--- src/logic/vmt_consts.svh ---
// Register offsets, field positions, reset values and limits of the transition control bank
`ifndef VMT_CONSTS_SVH
`define VMT_CONSTS_SVH

`define VMT_ADDR_W 12
`define VMT_OFF_EXIT_CTL 12'h000
`define VMT_OFF_STORE_CNT 12'h004
`define VMT_OFF_STORE_PTR_LO 12'h008
`define VMT_OFF_STORE_PTR_HI 12'h00c
`define VMT_OFF_LOAD_CNT 12'h010
`define VMT_OFF_LOAD_PTR_LO 12'h014
`define VMT_OFF_LOAD_PTR_HI 12'h018
`define VMT_OFF_ENTRY_CTL 12'h01c
`define VMT_OFF_EXIT_INFO 12'h020
`define VMT_OFF_STATUS 12'h024

`define VMT_BIT_HOST_LONG 9
`define VMT_BIT_ACK_ON_EXIT 15
`define VMT_BIT_GUEST_LONG 9
`define VMT_BIT_ENTRY_SMM 10
`define VMT_BIT_DEFAULT_SMI 11
`define VMT_BIT_INFO_VALID 31
`define VMT_INFO_TYPE_LSB 8
`define VMT_INFO_TYPE_EXT_INT 3'h0

`define VMT_RST_CTL 32'h0000_0000
`define VMT_RST_CNT 32'h0000_0000
`define VMT_RST_PTR 64'h0000_0000_0000_0000

`define VMT_RECORD_BYTES 16
`define VMT_AREA_LIMIT_BYTES 512
`define VMT_REC_INDEX_MSB 31
`define VMT_REC_RSVD_MSB 63
`define VMT_REC_DATA_LSB 64

`endif

--- src/logic/vmt_pkg.sv ---
// Types shared by the transition control bank modules
package vmt_pkg;

  typedef struct packed {
    logic psel;
    logic penable;
    logic pwrite;
    logic [11:0] paddr;
    logic [31:0] pwdata;
  } apb_req_type;

  typedef struct packed {
    logic [31:0] prdata;
    logic pready;
    logic pslverr;
  } apb_rsp_type;

  typedef struct packed {
    logic [63:0] value;
    logic [31:0] reserved;
    logic [31:0] index;
  } record_type;

  typedef enum logic [1:0] {PH_IDLE, PH_ACK, PH_FINISH} phase_type;
  typedef enum logic {ACK_IDLE, ACK_WAIT} ack_phase_type;

endpackage

--- src/logic/vmt_vector_check.sv ---
// Reserved-bit check of one control vector against its capability masks
`timescale 1ns/1ps
module vmt_vector_check
  import vmt_pkg::*;
#(
  parameter logic [31:0] MUST_ONE = 32'h0000_0000,
  parameter logic [31:0] MAY_ONE = 32'hffff_ffff
) (
  input wire logic [31:0] vector,
  output logic ok
);
  // Bits forced to one must be set, bits not allowed to one must be clear
  assign ok = ((vector & MUST_ONE) == MUST_ONE) && ((vector & ~MAY_ONE) == 32'h0000_0000);
endmodule

--- src/logic/vmt_intr_ack.sv ---
// Acknowledge handshake with the external interrupt controller
`timescale 1ns/1ps
module vmt_intr_ack
  import vmt_pkg::*;
(
  input wire logic clk,
  input wire logic reset_n,
  input wire logic start,
  input wire logic ack_done,
  input wire logic [7:0] ack_vector,
  output logic ack_req,
  output logic done,
  output logic [7:0] vector
);
  typedef struct packed {
    ack_phase_type phase;
    logic done;
    logic [7:0] vector;
  } ack_state_type;

  ack_state_type state;
  ack_state_type next_state;

  always_comb begin
    next_state = state;
    next_state.done = 1'b0;
    unique case (state.phase)
      ACK_IDLE: begin
        if (start) begin
          next_state.phase = ACK_WAIT;
        end
      end
      ACK_WAIT: begin
        if (ack_done) begin
          next_state.phase = ACK_IDLE;
          next_state.vector = ack_vector;
          next_state.done = 1'b1;
        end
      end
    endcase
  end

  always_ff @(posedge clk) begin
    if (!reset_n) begin
      state <= '{phase: ACK_IDLE, done: 1'b0, vector: 8'h00};
    end else begin
      state <= next_state;
    end
  end

  assign ack_req = (state.phase == ACK_WAIT);
  assign done = state.done;
  assign vector = state.vector;
endmodule

--- src/logic/vm_transition_controls.sv ---
// Exit and entry control bank with APB access and transition sequencing
// How it works
// - Exit controls are one 32-bit software-written vector.
// - Each exit copies exit bit 9 into code-segment long and both long-mode flags.
// - Interrupt exit with bit 15 set acknowledges, stores vector, marks info valid.
// - Interrupt exit with bit 15 clear skips acknowledge, marks info invalid.
// - Reserved vector bits must match capability masks, else later entries fail.
// - A 32-bit store count gives registers stored per exit.
// - A 64-bit pointer locates the store area of 16-byte records.
// - Records hold index in 31:0, reserved 63:32, value 127:64.
// - A 32-bit load count gives registers loaded per exit.
// - A 64-bit pointer locates the load area of 16-byte records.
// - Entry controls are a separate 32-bit vector.
// - Entry bit 9 loads both long-mode flags during entry.
// - Entry bit 10 selects management mode; must be clear outside it.
// - Entry bit 11 restores default management handling; clear outside that mode.
// - Long-mode active always equals long-mode enable.
// - Interruption info validity is carried in bit 31.
`timescale 1ns/1ps
`include "vmt_consts.svh"
module vm_transition_controls
  import vmt_pkg::*;
#(
  parameter bit LONG_MODE_SUPPORT = 1'b1,
  parameter logic [31:0] EXIT_MUST_ONE = 32'h0000_0000,
  parameter logic [31:0] EXIT_MAY_ONE = 32'h0000_8200,
  parameter logic [31:0] ENTRY_MUST_ONE = 32'h0000_0000,
  parameter logic [31:0] ENTRY_MAY_ONE = 32'h0000_0e00
) (
  input wire logic CLK,
  input wire logic RESET_N,
  input wire apb_req_type APB_REQ,
  output apb_rsp_type APB_RSP,
  input wire logic EXIT_REQ,
  input wire logic EXIT_EXT_INT,
  input wire logic ENTRY_REQ,
  input wire logic IN_MGMT_MODE,
  output logic INTA_REQ,
  input wire logic INTA_DONE,
  input wire logic [7:0] INTA_VECTOR,
  output logic CS_LONG,
  output logic LONG_MODE_ENABLE_FLAG,
  output logic LONG_MODE_ACTIVE_FLAG,
  output logic SYSTEM_MANAGEMENT_MODE,
  output logic DEFAULT_MGMT_TREATMENT,
  output logic EXIT_DONE,
  output logic ENTRY_DONE,
  output logic ENTRY_FAIL
);
  localparam logic [31:0] LONG_MASK = 32'h1 << `VMT_BIT_HOST_LONG;
  localparam logic [31:0] LONG_KEEP = LONG_MODE_SUPPORT ? 32'hffff_ffff : ~LONG_MASK;
  localparam logic [31:0] AREA_RECORDS = 32'(`VMT_AREA_LIMIT_BYTES / `VMT_RECORD_BYTES);

  typedef struct packed {
    logic [31:0] exit_control_vector;
    logic [31:0] exit_store_count;
    logic [63:0] exit_store_area_pointer;
    logic [31:0] exit_load_count;
    logic [63:0] exit_load_area_pointer;
    logic [31:0] entry_control_vector;
    logic [31:0] exit_info;
    phase_type phase;
    logic cs_long;
    logic long_mode;
    logic mgmt_mode;
    logic default_mgmt;
    logic entry_failed;
    logic [3:0] fail_reason;
    logic exit_done;
    logic entry_done;
    logic entry_fail;
    logic [31:0] prdata;
    logic pslverr;
  } bank_state_type;

  bank_state_type state;
  bank_state_type next_state;

  logic exit_vec_ok;
  logic entry_vec_ok;
  logic ack_start;
  logic ack_done;
  logic [7:0] ack_vector;
  logic [31:0] vectors [2];
  logic [1:0] checks;
  logic store_misaligned;
  logic load_misaligned;
  logic mgmt_misuse;
  logic count_warn;
  logic access;

  // Register index decode, shared by the read and the write paths
  function automatic logic [3:0] reg_index(input logic [11:0] addr);
    unique case (addr)
      `VMT_OFF_EXIT_CTL: reg_index = 4'h0;
      `VMT_OFF_STORE_CNT: reg_index = 4'h1;
      `VMT_OFF_STORE_PTR_LO: reg_index = 4'h2;
      `VMT_OFF_STORE_PTR_HI: reg_index = 4'h3;
      `VMT_OFF_LOAD_CNT: reg_index = 4'h4;
      `VMT_OFF_LOAD_PTR_LO: reg_index = 4'h5;
      `VMT_OFF_LOAD_PTR_HI: reg_index = 4'h6;
      `VMT_OFF_ENTRY_CTL: reg_index = 4'h7;
      `VMT_OFF_EXIT_INFO: reg_index = 4'h8;
      `VMT_OFF_STATUS: reg_index = 4'h9;
      default: reg_index = 4'hf;
    endcase
  endfunction

  assign vectors[0] = state.exit_control_vector;
  assign vectors[1] = state.entry_control_vector;

  // Both vectors face the same reserved-bit test with their own masks
  genvar g;
  generate
    for (g = 0; g < 2; g++) begin : gen_check
      vmt_vector_check #(
        .MUST_ONE(g == 0 ? EXIT_MUST_ONE : ENTRY_MUST_ONE),
        .MAY_ONE(g == 0 ? (EXIT_MAY_ONE & LONG_KEEP) : (ENTRY_MAY_ONE & LONG_KEEP))
      ) u_check (
        .vector(vectors[g]),
        .ok(checks[g])
      );
    end
  endgenerate
  assign exit_vec_ok = checks[0];
  assign entry_vec_ok = checks[1];

  assign store_misaligned = (state.exit_store_count != 32'h0) &&
    (state.exit_store_area_pointer[3:0] != 4'h0);
  assign load_misaligned = (state.exit_load_count != 32'h0) &&
    (state.exit_load_area_pointer[3:0] != 4'h0);
  assign mgmt_misuse = !IN_MGMT_MODE &&
    (state.entry_control_vector[`VMT_BIT_ENTRY_SMM] ||
     state.entry_control_vector[`VMT_BIT_DEFAULT_SMI]);
  assign count_warn = (state.exit_store_count > AREA_RECORDS) ||
    (state.exit_load_count > AREA_RECORDS);

  vmt_intr_ack u_ack (
    .clk(CLK),
    .reset_n(RESET_N),
    .start(ack_start),
    .ack_done(INTA_DONE),
    .ack_vector(INTA_VECTOR),
    .ack_req(INTA_REQ),
    .done(ack_done),
    .vector(ack_vector)
  );

  assign access = APB_REQ.psel && APB_REQ.penable;
  assign ack_start = (state.phase == PH_IDLE) && EXIT_REQ && EXIT_EXT_INT &&
    state.exit_control_vector[`VMT_BIT_ACK_ON_EXIT];

  always_comb begin
    next_state = state;
    next_state.exit_done = 1'b0;
    next_state.entry_done = 1'b0;
    next_state.entry_fail = 1'b0;
    next_state.prdata = 32'h0;
    next_state.pslverr = 1'b0;
    // Register bus: zero-wait slave, unmapped addresses answer with an error
    if (APB_REQ.psel && !APB_REQ.penable) begin
      unique case (reg_index(APB_REQ.paddr))
        4'h0: next_state.prdata = state.exit_control_vector;
        4'h1: next_state.prdata = state.exit_store_count;
        4'h2: next_state.prdata = state.exit_store_area_pointer[31:0];
        4'h3: next_state.prdata = state.exit_store_area_pointer[63:32];
        4'h4: next_state.prdata = state.exit_load_count;
        4'h5: next_state.prdata = state.exit_load_area_pointer[31:0];
        4'h6: next_state.prdata = state.exit_load_area_pointer[63:32];
        4'h7: next_state.prdata = state.entry_control_vector;
        4'h8: next_state.prdata = state.exit_info;
        4'h9: next_state.prdata = {16'h0, state.fail_reason, 4'h0, 1'b0,
          state.phase != PH_IDLE, count_warn, state.entry_failed,
          state.default_mgmt, state.mgmt_mode, state.cs_long, state.long_mode};
        default: next_state.pslverr = 1'b1;
      endcase
    end else if (access) begin
      next_state.prdata = state.prdata;
      next_state.pslverr = state.pslverr;
    end
    if (access && APB_REQ.pwrite) begin
      unique case (reg_index(APB_REQ.paddr))
        4'h0: next_state.exit_control_vector = APB_REQ.pwdata;
        4'h1: next_state.exit_store_count = APB_REQ.pwdata;
        4'h2: next_state.exit_store_area_pointer[31:0] = APB_REQ.pwdata;
        4'h3: next_state.exit_store_area_pointer[63:32] = APB_REQ.pwdata;
        4'h4: next_state.exit_load_count = APB_REQ.pwdata;
        4'h5: next_state.exit_load_area_pointer[31:0] = APB_REQ.pwdata;
        4'h6: next_state.exit_load_area_pointer[63:32] = APB_REQ.pwdata;
        4'h7: next_state.entry_control_vector = APB_REQ.pwdata;
        default: next_state.prdata = next_state.prdata;
      endcase
    end
    // Transition sequencing; an exit outranks an entry in the same cycle
    unique case (state.phase)
      PH_IDLE: begin
        if (EXIT_REQ) begin
          next_state.cs_long = state.exit_control_vector[`VMT_BIT_HOST_LONG];
          next_state.long_mode = state.exit_control_vector[`VMT_BIT_HOST_LONG];
          if (EXIT_EXT_INT && state.exit_control_vector[`VMT_BIT_ACK_ON_EXIT]) begin
            next_state.phase = PH_ACK;
          end else begin
            if (EXIT_EXT_INT) begin
              next_state.exit_info[`VMT_BIT_INFO_VALID] = 1'b0;
            end
            next_state.phase = PH_FINISH;
          end
        end else if (ENTRY_REQ) begin
          next_state.fail_reason = {mgmt_misuse, store_misaligned | load_misaligned,
            !entry_vec_ok, !exit_vec_ok};
          if (!exit_vec_ok || !entry_vec_ok || mgmt_misuse || store_misaligned ||
              load_misaligned) begin
            next_state.entry_fail = 1'b1;
            next_state.entry_failed = 1'b1;
          end else begin
            next_state.long_mode = state.entry_control_vector[`VMT_BIT_GUEST_LONG];
            next_state.mgmt_mode = state.entry_control_vector[`VMT_BIT_ENTRY_SMM];
            next_state.default_mgmt =
              state.entry_control_vector[`VMT_BIT_DEFAULT_SMI];
            next_state.entry_failed = 1'b0;
            next_state.entry_done = 1'b1;
          end
        end
      end
      PH_ACK: begin
        if (ack_done) begin
          next_state.exit_info = 32'h0;
          next_state.exit_info[7:0] = ack_vector;
          next_state.exit_info[`VMT_INFO_TYPE_LSB +: 3] = `VMT_INFO_TYPE_EXT_INT;
          next_state.exit_info[`VMT_BIT_INFO_VALID] = 1'b1;
          next_state.phase = PH_FINISH;
        end
      end
      PH_FINISH: begin
        next_state.exit_done = 1'b1;
        next_state.phase = PH_IDLE;
      end
      default: next_state.phase = PH_IDLE;
    endcase
  end

  always_ff @(posedge CLK) begin
    if (!RESET_N) begin
      state <= '{
        exit_control_vector: `VMT_RST_CTL,
        exit_store_count: `VMT_RST_CNT,
        exit_store_area_pointer: `VMT_RST_PTR,
        exit_load_count: `VMT_RST_CNT,
        exit_load_area_pointer: `VMT_RST_PTR,
        entry_control_vector: `VMT_RST_CTL,
        exit_info: 32'h0,
        phase: PH_IDLE,
        cs_long: 1'b0,
        long_mode: 1'b0,
        mgmt_mode: 1'b0,
        default_mgmt: 1'b0,
        entry_failed: 1'b0,
        fail_reason: 4'h0,
        exit_done: 1'b0,
        entry_done: 1'b0,
        entry_fail: 1'b0,
        prdata: 32'h0,
        pslverr: 1'b0
      };
    end else begin
      state <= next_state;
    end
  end

  assign APB_RSP.prdata = state.prdata;
  assign APB_RSP.pready = 1'b1;
  assign APB_RSP.pslverr = state.pslverr && access;
  assign CS_LONG = state.cs_long;
  assign LONG_MODE_ENABLE_FLAG = state.long_mode;
  assign LONG_MODE_ACTIVE_FLAG = state.long_mode;
  assign SYSTEM_MANAGEMENT_MODE = state.mgmt_mode;
  assign DEFAULT_MGMT_TREATMENT = state.default_mgmt;
  assign EXIT_DONE = state.exit_done;
  assign ENTRY_DONE = state.entry_done;
  assign ENTRY_FAIL = state.entry_fail;
endmodule

--- config.mk ---
export PLATFORM = sky130hd
export DESIGN_NAME = vm_transition_controls
export DESIGN_NICKNAME = d
export VERILOG_FILES = /design/src/logic/vmt_pkg.sv /design/src/logic/vmt_vector_check.sv /design/src/logic/vmt_intr_ack.sv /design/src/logic/vm_transition_controls.sv
export VERILOG_INCLUDE_DIRS = /design/src /design/src/logic
export SDC_FILE = /design/constraint.sdc
export NUM_CORES = 1
export LEC_CHECK = 0
export BUFFER_PORTS_ARGS = -buffer_cell sky130_fd_sc_hd__buf_2
export CORE_MARGIN = 5
export CORE_UTILIZATION = 54
export CTS_CLUSTER_DIAMETER = 120
export DETAILED_ROUTE_END_ITERATION = 7
export HOLD_SLACK_MARGIN = 0.1
export PLACE_DENSITY = 0.76
export SYNTH_ARGS = -nofsm -noshare
export SYNTH_HDL_FRONTEND = slang
export SYNTH_SLANG_ARGS = --single-unit
--- constraint.sdc ---
create_clock -name CLK -period 2.5 [get_ports CLK]
set_input_delay 0.375 -clock CLK [delete_from_list [all_inputs] [get_ports CLK]]
set_output_delay 0.375 -clock CLK [all_outputs]
set_load 0.02 [all_outputs]
# Word-level counts from Yosys, hierarchy flattened
# Cells that the tools add are included.
[word_totals] reg_bits=322 input_bits=62 output_inout_bits=43 elab_cells=144
[classes] magnitude_cmp=2 eq_ne=33 n_mux=24 bitwise=7 n_reduce_logical=53
[ops] op="32-bit case mux with 10 select lines" n=1
[ops] op="33-bit two-way mux" n=2
[ops] op="32-bit by 6-bit greater-than comparator with 1-bit output (second input constant)" n=2
[ops] op="32-bit zero test" n=2
[ops] op="32-bit nonzero test" n=2
[ops] op="12-bit by 5-bit equality test with 1-bit output (second input constant)" n=4
[ops] op="4-bit case mux with 10 select lines" n=1
[ops] op="34-bit two-way mux" n=1
[ops] op="4-bit by 3-bit equality test with 1-bit output (second input constant)" n=8
[ops] op="2-bit AND reduction" n=13
[ops] op="12-bit by 4-bit equality test with 1-bit output (second input constant)" n=2
[ops] op="12-bit by 6-bit equality test with 1-bit output (second input constant)" n=2
[ops] op="4-bit by 2-bit equality test with 1-bit output (second input constant)" n=4
[ops] op="12-bit by 3-bit equality test with 1-bit output (second input constant)" n=1
[ops] op="12-bit zero test" n=1
[ops] op="1-bit logical AND" n=11
[ops] op="10-bit two-way mux" n=1
[ops] op="10-bit OR reduction" n=1
[ops] op="1-bit two-way mux" n=9
[ops] op="4-bit by 1-bit equality test with 1-bit output (second input constant)" n=2
[ops] op="4-bit equality test (second input constant)" n=2
[ops] op="4-bit zero test" n=2
[ops] op="4-bit two-way mux" n=2
[ops] op="8-bit two-way mux" n=1
[ops] op="19 further kinds" n=42

# Depth between registers and ports, before layout
[depth] word_depth=9 mapped_depth=10 ltp_nobuf=6

# By module
# From an unflattened synthesis, not the netlist that was laid out.
[hier_totals] hier_cells=1788 area_unflattened_um2=14802.9
[modules_own_cells] module="vm_transition_controls" n_inst=1 cells_each=1722 area_each_um2=14254.9 seq_area_each_um2=6246.0
[modules_own_cells] module="vmt_intr_ack" n_inst=1 cells_each=44 area_each_um2=415.4 seq_area_each_um2=200.2
[modules_own_cells] module="vmt_vector_check at gen_check[0].u_check" n_inst=1 cells_each=11 area_each_um2=70.1 seq_area_each_um2=0.0
[modules_own_cells] module="vmt_vector_check at gen_check[1].u_check" n_inst=1 cells_each=11 area_each_um2=62.6 seq_area_each_um2=0.0

# Worst setup path before layout
# No wires, ideal clock.
[synth_timing] path_type="input port to flip-flop" startpoint="input port APB_REQ[33] (netlist name)" endpoint="register state[237] (netlist name)" setup_time_ns=0.144 t_arrival_ns=2.189 required_ns=2.356 slack_ns=0.167 stages=9 path_buffers=3 cell_sequence="or4_1 > buf_6 > nor3_4 > nand3_2 > or3_1 > buf_2 > buf_6 > nand2_1 > a21oi_1"
[synth_between] elab_chain_cells=5 word_cells_on_any_way=14 cone_classes="eq/ne (10); mux (2); reduce/logical (2)"
[synth_rtl] element="start, declared" line="vm_transition_controls.sv:32" text="input wire apb_req_type APB_REQ,"
[synth_rtl] element="12-bit by 6-bit equality test with 1-bit output, or another cell as far along" line="vm_transition_controls.sv:94" text="unique case (addr)"
[synth_rtl] element="4-bit case mux with 10 select lines (*)" line="vm_transition_controls.sv:94"
[synth_rtl] element="4-bit two-way mux (*)" line="vm_transition_controls.sv:181" text="if (access && APB_REQ.pwrite) begin"
[synth_rtl] element="4-bit by 2-bit equality test with 1-bit output (*)" line="vm_transition_controls.sv:182" text="unique case (reg_index(APB_REQ.paddr))"
[synth_rtl] element="2-bit AND reduction (no source line) (*)"
[synth_rtl] element="end signal, assigned" line="vm_transition_controls.sv:244" text="state <= '{"
[synth_rtl] element="end signal, assigned" line="vm_transition_controls.sv:266" text="state <= next_state;"
[synth_rtl] element="end, declared" line="vm_transition_controls.sv:76" text="bank_state_type state;"
# Mark *: on every way between the ends. The rest lies on a longest branch, timed or not. The select of a mux whose other input is x is not followed.
# A chain may end at the register's enable or synchronous reset.

# Final worst setup path
[layout_timing] startpoint="register state[334] (netlist name)" endpoint="register state (netlist bit LONG_MODE_ACTIVE_FLAG)"
[layout_between] elab_chain_cells=8
[layout_rtl] element="32-bit zero test" line="vmt_vector_check.sv:13" text="assign ok = ((vector & MUST_ONE) == MUST_ONE) && ((vector & ~MAY_ONE) == 32'h0000_0000);"
[layout_rtl] element="1-bit zero test" line="vm_transition_controls.sv:211" text="if (!exit_vec_ok || !entry_vec_ok || mgmt_misuse || store_misaligned ||"
[layout_rtl] element="1-bit logical OR (4 in a row)" line="vm_transition_controls.sv:211"
[layout_rtl] element="2-bit inequality test (no source line)"
[layout_rtl] element="3-bit AND reduction (no source line)"
# No other way between the ends.

==> flow_metrics.env <==
export IMPL_timing_fmax_ghz=0.4096
export IMPL_cpMaxStageDelayCell="or4_1"
export IMPL_viasPerCell=6.217
export IMPL_cp_data_required_time_ps=2940
export IMPL_synth_area_top_cells="dfxtp_1 (45%), nand2_1 (15%), a21oi_1 (9.3%)"
export IMPL_fin_crit_ps=2442
export IMPL_synth_edf_count=0
export IMPL_cts_root_buf="clkbuf_16"
export IMPL_place_port_buffers=103
export IMPL_synth_area_mm2=0.01423
export IMPL_cts_buffers=34
export IMPL_die_h_um=172.3
export IMPL_slew_viol_final=0
export IMPL_path_class="register to register"
export IMPL_initial_core_util_pct=54.76
export IMPL_crit_arrival_ps=2880
export IMPL_setup_slack_ps=58.35
export IMPL_overflow=0
export IMPL_grt_pass1_vias=12710
export IMPL_drt_initial_drc_count=1893
export IMPL_clk_pin_slew_ps=60
export IMPL_syn_nets=1840
export IMPL_path_buf_inv=1
export IMPL_period_share_pct=97.67
export IMPL_rsz0062_at_grt="false"
export IMPL_clock_latency_ps=510
export IMPL_vias=13580
export IMPL_grt_max_degree=74
export IMPL_fin_cells=2184
export IMPL_grt_pass1_wl_mm=71.37
export IMPL_rows=59
export IMPL_cp_depth=7
export IMPL_setup_violations_final=0
export IMPL_synth_top_area_share_pct=45.30
export IMPL_synth_top_area_cell="dfxtp_1"
export IMPL_power_leakage_uw=0.005682
export IMPL_antenna_cells=0
export IMPL_nets=1893
export IMPL_wirelength_mm=46.49
export IMPL_gp_congestion=0.9459
export IMPL_hold_depth=3
export IMPL_outcome="complete, no violations"
export IMPL_maxCapViolCount=0
export IMPL_nFillCells=2244
export IMPL_finalSetupTns_ps=0
export IMPL_dp_hpwl_mm=31.79
export IMPL_io_pins=105
export IMPL_worst_pin_slew_ps=731.0
export IMPL_cpPeakStageDelay_ps=480
export IMPL_reg2reg_depth=7
export IMPL_critPathLaunchType="register"
export IMPL_grtUsageTotal_pct=30.57
export IMPL_crit_family="simple AND/OR/NAND/NOR gates"
export IMPL_h_tree_depth=2
export IMPL_synth_cell_type_count=54
export IMPL_synth_avg_cell_area_um2=8.003
export IMPL_dieArea_mm2=0.02970
export IMPL_synth_warnings=0
export IMPL_cp_end_kind="register"
export IMPL_critPathMaxFanout=4
export IMPL_hold_class="primary input to register"
export IMPL_dr_pass1_iters=6
export IMPL_area_delta_synth_final_pct=13.89
export IMPL_postLayoutCoreUtil_pct=62.37
export IMPL_synthArstFlopShare_pct=0
export IMPL_seq_area_frac_synth_pct=45.30
export IMPL_hold_violations=0
export IMPL_powerDensity_mw_per_mm2=642.5
export IMPL_place_inst=2130
export IMPL_clock_skew_ps=14.43
export IMPL_relSlewSlack_pct=51.27
export IMPL_ir_drop_uv=511.9
export IMPL_ys_flop_type="dfxtp_1"
export IMPL_drtAntennaViolNets=0
export IMPL_post_cts_setup_buffers=0
export IMPL_ys_ff_latch=322
export IMPL_final_layout_size_suffix_gt1_share_pct=18.98
export IMPL_numClockSinks=322
export IMPL_netlist_instances=1778
export IMPL_die_w_um=172.3
export IMPL_drc_errors=0
export IMPL_clock_path_buffers=3
export IMPL_post_place_ws_ps=-53.50
export IMPL_antenna_found_initial=0
export IMPL_path_cells="nor4_1 -> nand2_1 -> nor4_1 -> buf_4 -> nand2_1 -> or4_1 -> a21oi_1"
export IMPL_post_drt_wl_per_cell_um=21.29
export IMPL_coreArea_mm2=0.02598
export IMPL_cts_tree="built"
[stage by stage]
step,area (um2),total power [uW],hold WS [ps]
floorplan,14230,5518,426.3
global placement,15110,5630,430.5
detailed placement,15110,5633,440.0
CTS,16180,10420,107.8
global route,16210,10680,123.7
finish,16210,10410,118.8
[sequential cells by signal (all words and copies together), names as in the netlist]
name,flops
state,273
APB_RSP,32
u_ack.vector,8
CS_LONG,1
DEFAULT_MGMT_TREATMENT,1
ENTRY_DONE,1
ENTRY_FAIL,1
EXIT_DONE,1
LONG_MODE_ACTIVE_FLAG,1
SYSTEM_MANAGEMENT_MODE,1
u_ack.ack_req,1
u_ack.done,1
[cell usage after synthesis, types with 3 or more instances]
cell type	instances
clkbuf_1	79
dfxtp_1	322
inv_1	4
a211oi_1	4
and2_0	5
nor2_1	28
nor4_2	3
a221o_1	5
a21oi_1	264
a21oi_2	30
mux2i_1	18
a222oi_1	6
nor3b_1	5
a22oi_1	44
nand2_1	575
nor2b_1	4
or4_1	4
buf_1	3
o2bb2ai_1	4
and2_1	4
buf_4	37
nand2_2	30
o21ai_0	32
a31oi_1	16
mux4_2	5
buf_6	33
buf_12	3
and3_1	13
mux2_2	6
a221oi_1	34
nand4_1	6
a32oi_1	5
nor3_1	5
nand2b_1	6
nor4_1	35
a22o_1	14
o21ai_1	7
buf_2	43
nand3_1	18
[layout make-up]
| type | count | area [um2] | share of cell area [%] |
|---|---|---|---|
| timing repair buffer | 215 | 1657 | 10.22 |
| sequential | 322 | 6446 | 39.78 |
| inverter | 5 | 26.28 | 0.1621 |
| clock buffer | 53 | 1056 | 6.516 |
| clock inverter | 1 | 5.005 | 0.03088 |
| tap | 335 | 419.2 | 2.586 |
| multi-input combinational | 1253 | 6596 | 40.70 |
[worst register-to-register path, cell delays in order (launching register included)]
cell	delay (ps)
dfxtp_1	330
nor4_1	460
nand2_1	250
nor4_1	440
buf_4	200
nand2_1	100
or4_1	480
a21oi_1	150
[path summary, 6_finish.rpt]
path	from	end	slack (ps)
worst min register to register	APB_RSP[13]	APB_RSP[13]	450
worst max-delay path	state[334]	LONG_MODE_ACTIVE_FLAG	60
worst max register to register	state[334]	LONG_MODE_ACTIVE_FLAG	60
worst min-delay path	INTA_VECTOR[2]	u_ack.vector[2]	120
[timing repair]
item                                    in CTS  in global routing
resized for setup                            1                  4
pin swaps                                    0                  2
hold buffers                                 0                  0
endpoints found under the setup margin       1                  5
[cell usage in the layout (no fill, tap or decap), types with 8 or more instances in the layout]
cell type / instances
buf_2: 103
nand2_1: 575
a31oi_1: 16
a22oi_1: 44
nand2_2: 30
nor2_1: 28
dfxtp_1: 322
a21oi_1: 264
o21ai_0: 32
mux2i_1: 18
buf_4: 88
a22o_1: 14
clkbuf_1: 9
clkbuf_16: 37
a21oi_2: 30
and3_1: 12
buf_12: 24
and2_1: 8
nor4_1: 30
nand3_1: 18
a221oi_1: 34
[where the power goes]
part | internal, uW | switching [uW] | total, uW | leakage (uW)
sequential | 5140 | 7.23 | 5150 | 0.00259
combinational | 97.3 | 288 | 386 | 0.00257
clock | 2880 | 2000 | 4880 | 0.000521
[layer usage]
metal | track usage, % | part of all wire (%) | vias to the layer above
met5 | 0 | 0 | -
met4 | 12.68 | 4.2 | 0
met3 | 5.258 | 12 | 160
met2 | 47.75 | 45 | 876
met1 | 42.11 | 39 | 6378
li1 | - | - | 6163
[cell families (layout without fill, tap and decap cells)]
logic type             Yosys count  in the layout  share of synthesized area, %
AND/OR/NAND/NOR                751            751                         22.94
AO/OA/AOI/OAI                  472            472                         20.40
flip-flops                     322            322                         45.30
buffers and inverters          203            274                         8.794
multiplexers                    29             29                         2.532
other                            1              1                       0.02636
(Power assumes the default switching activity.)
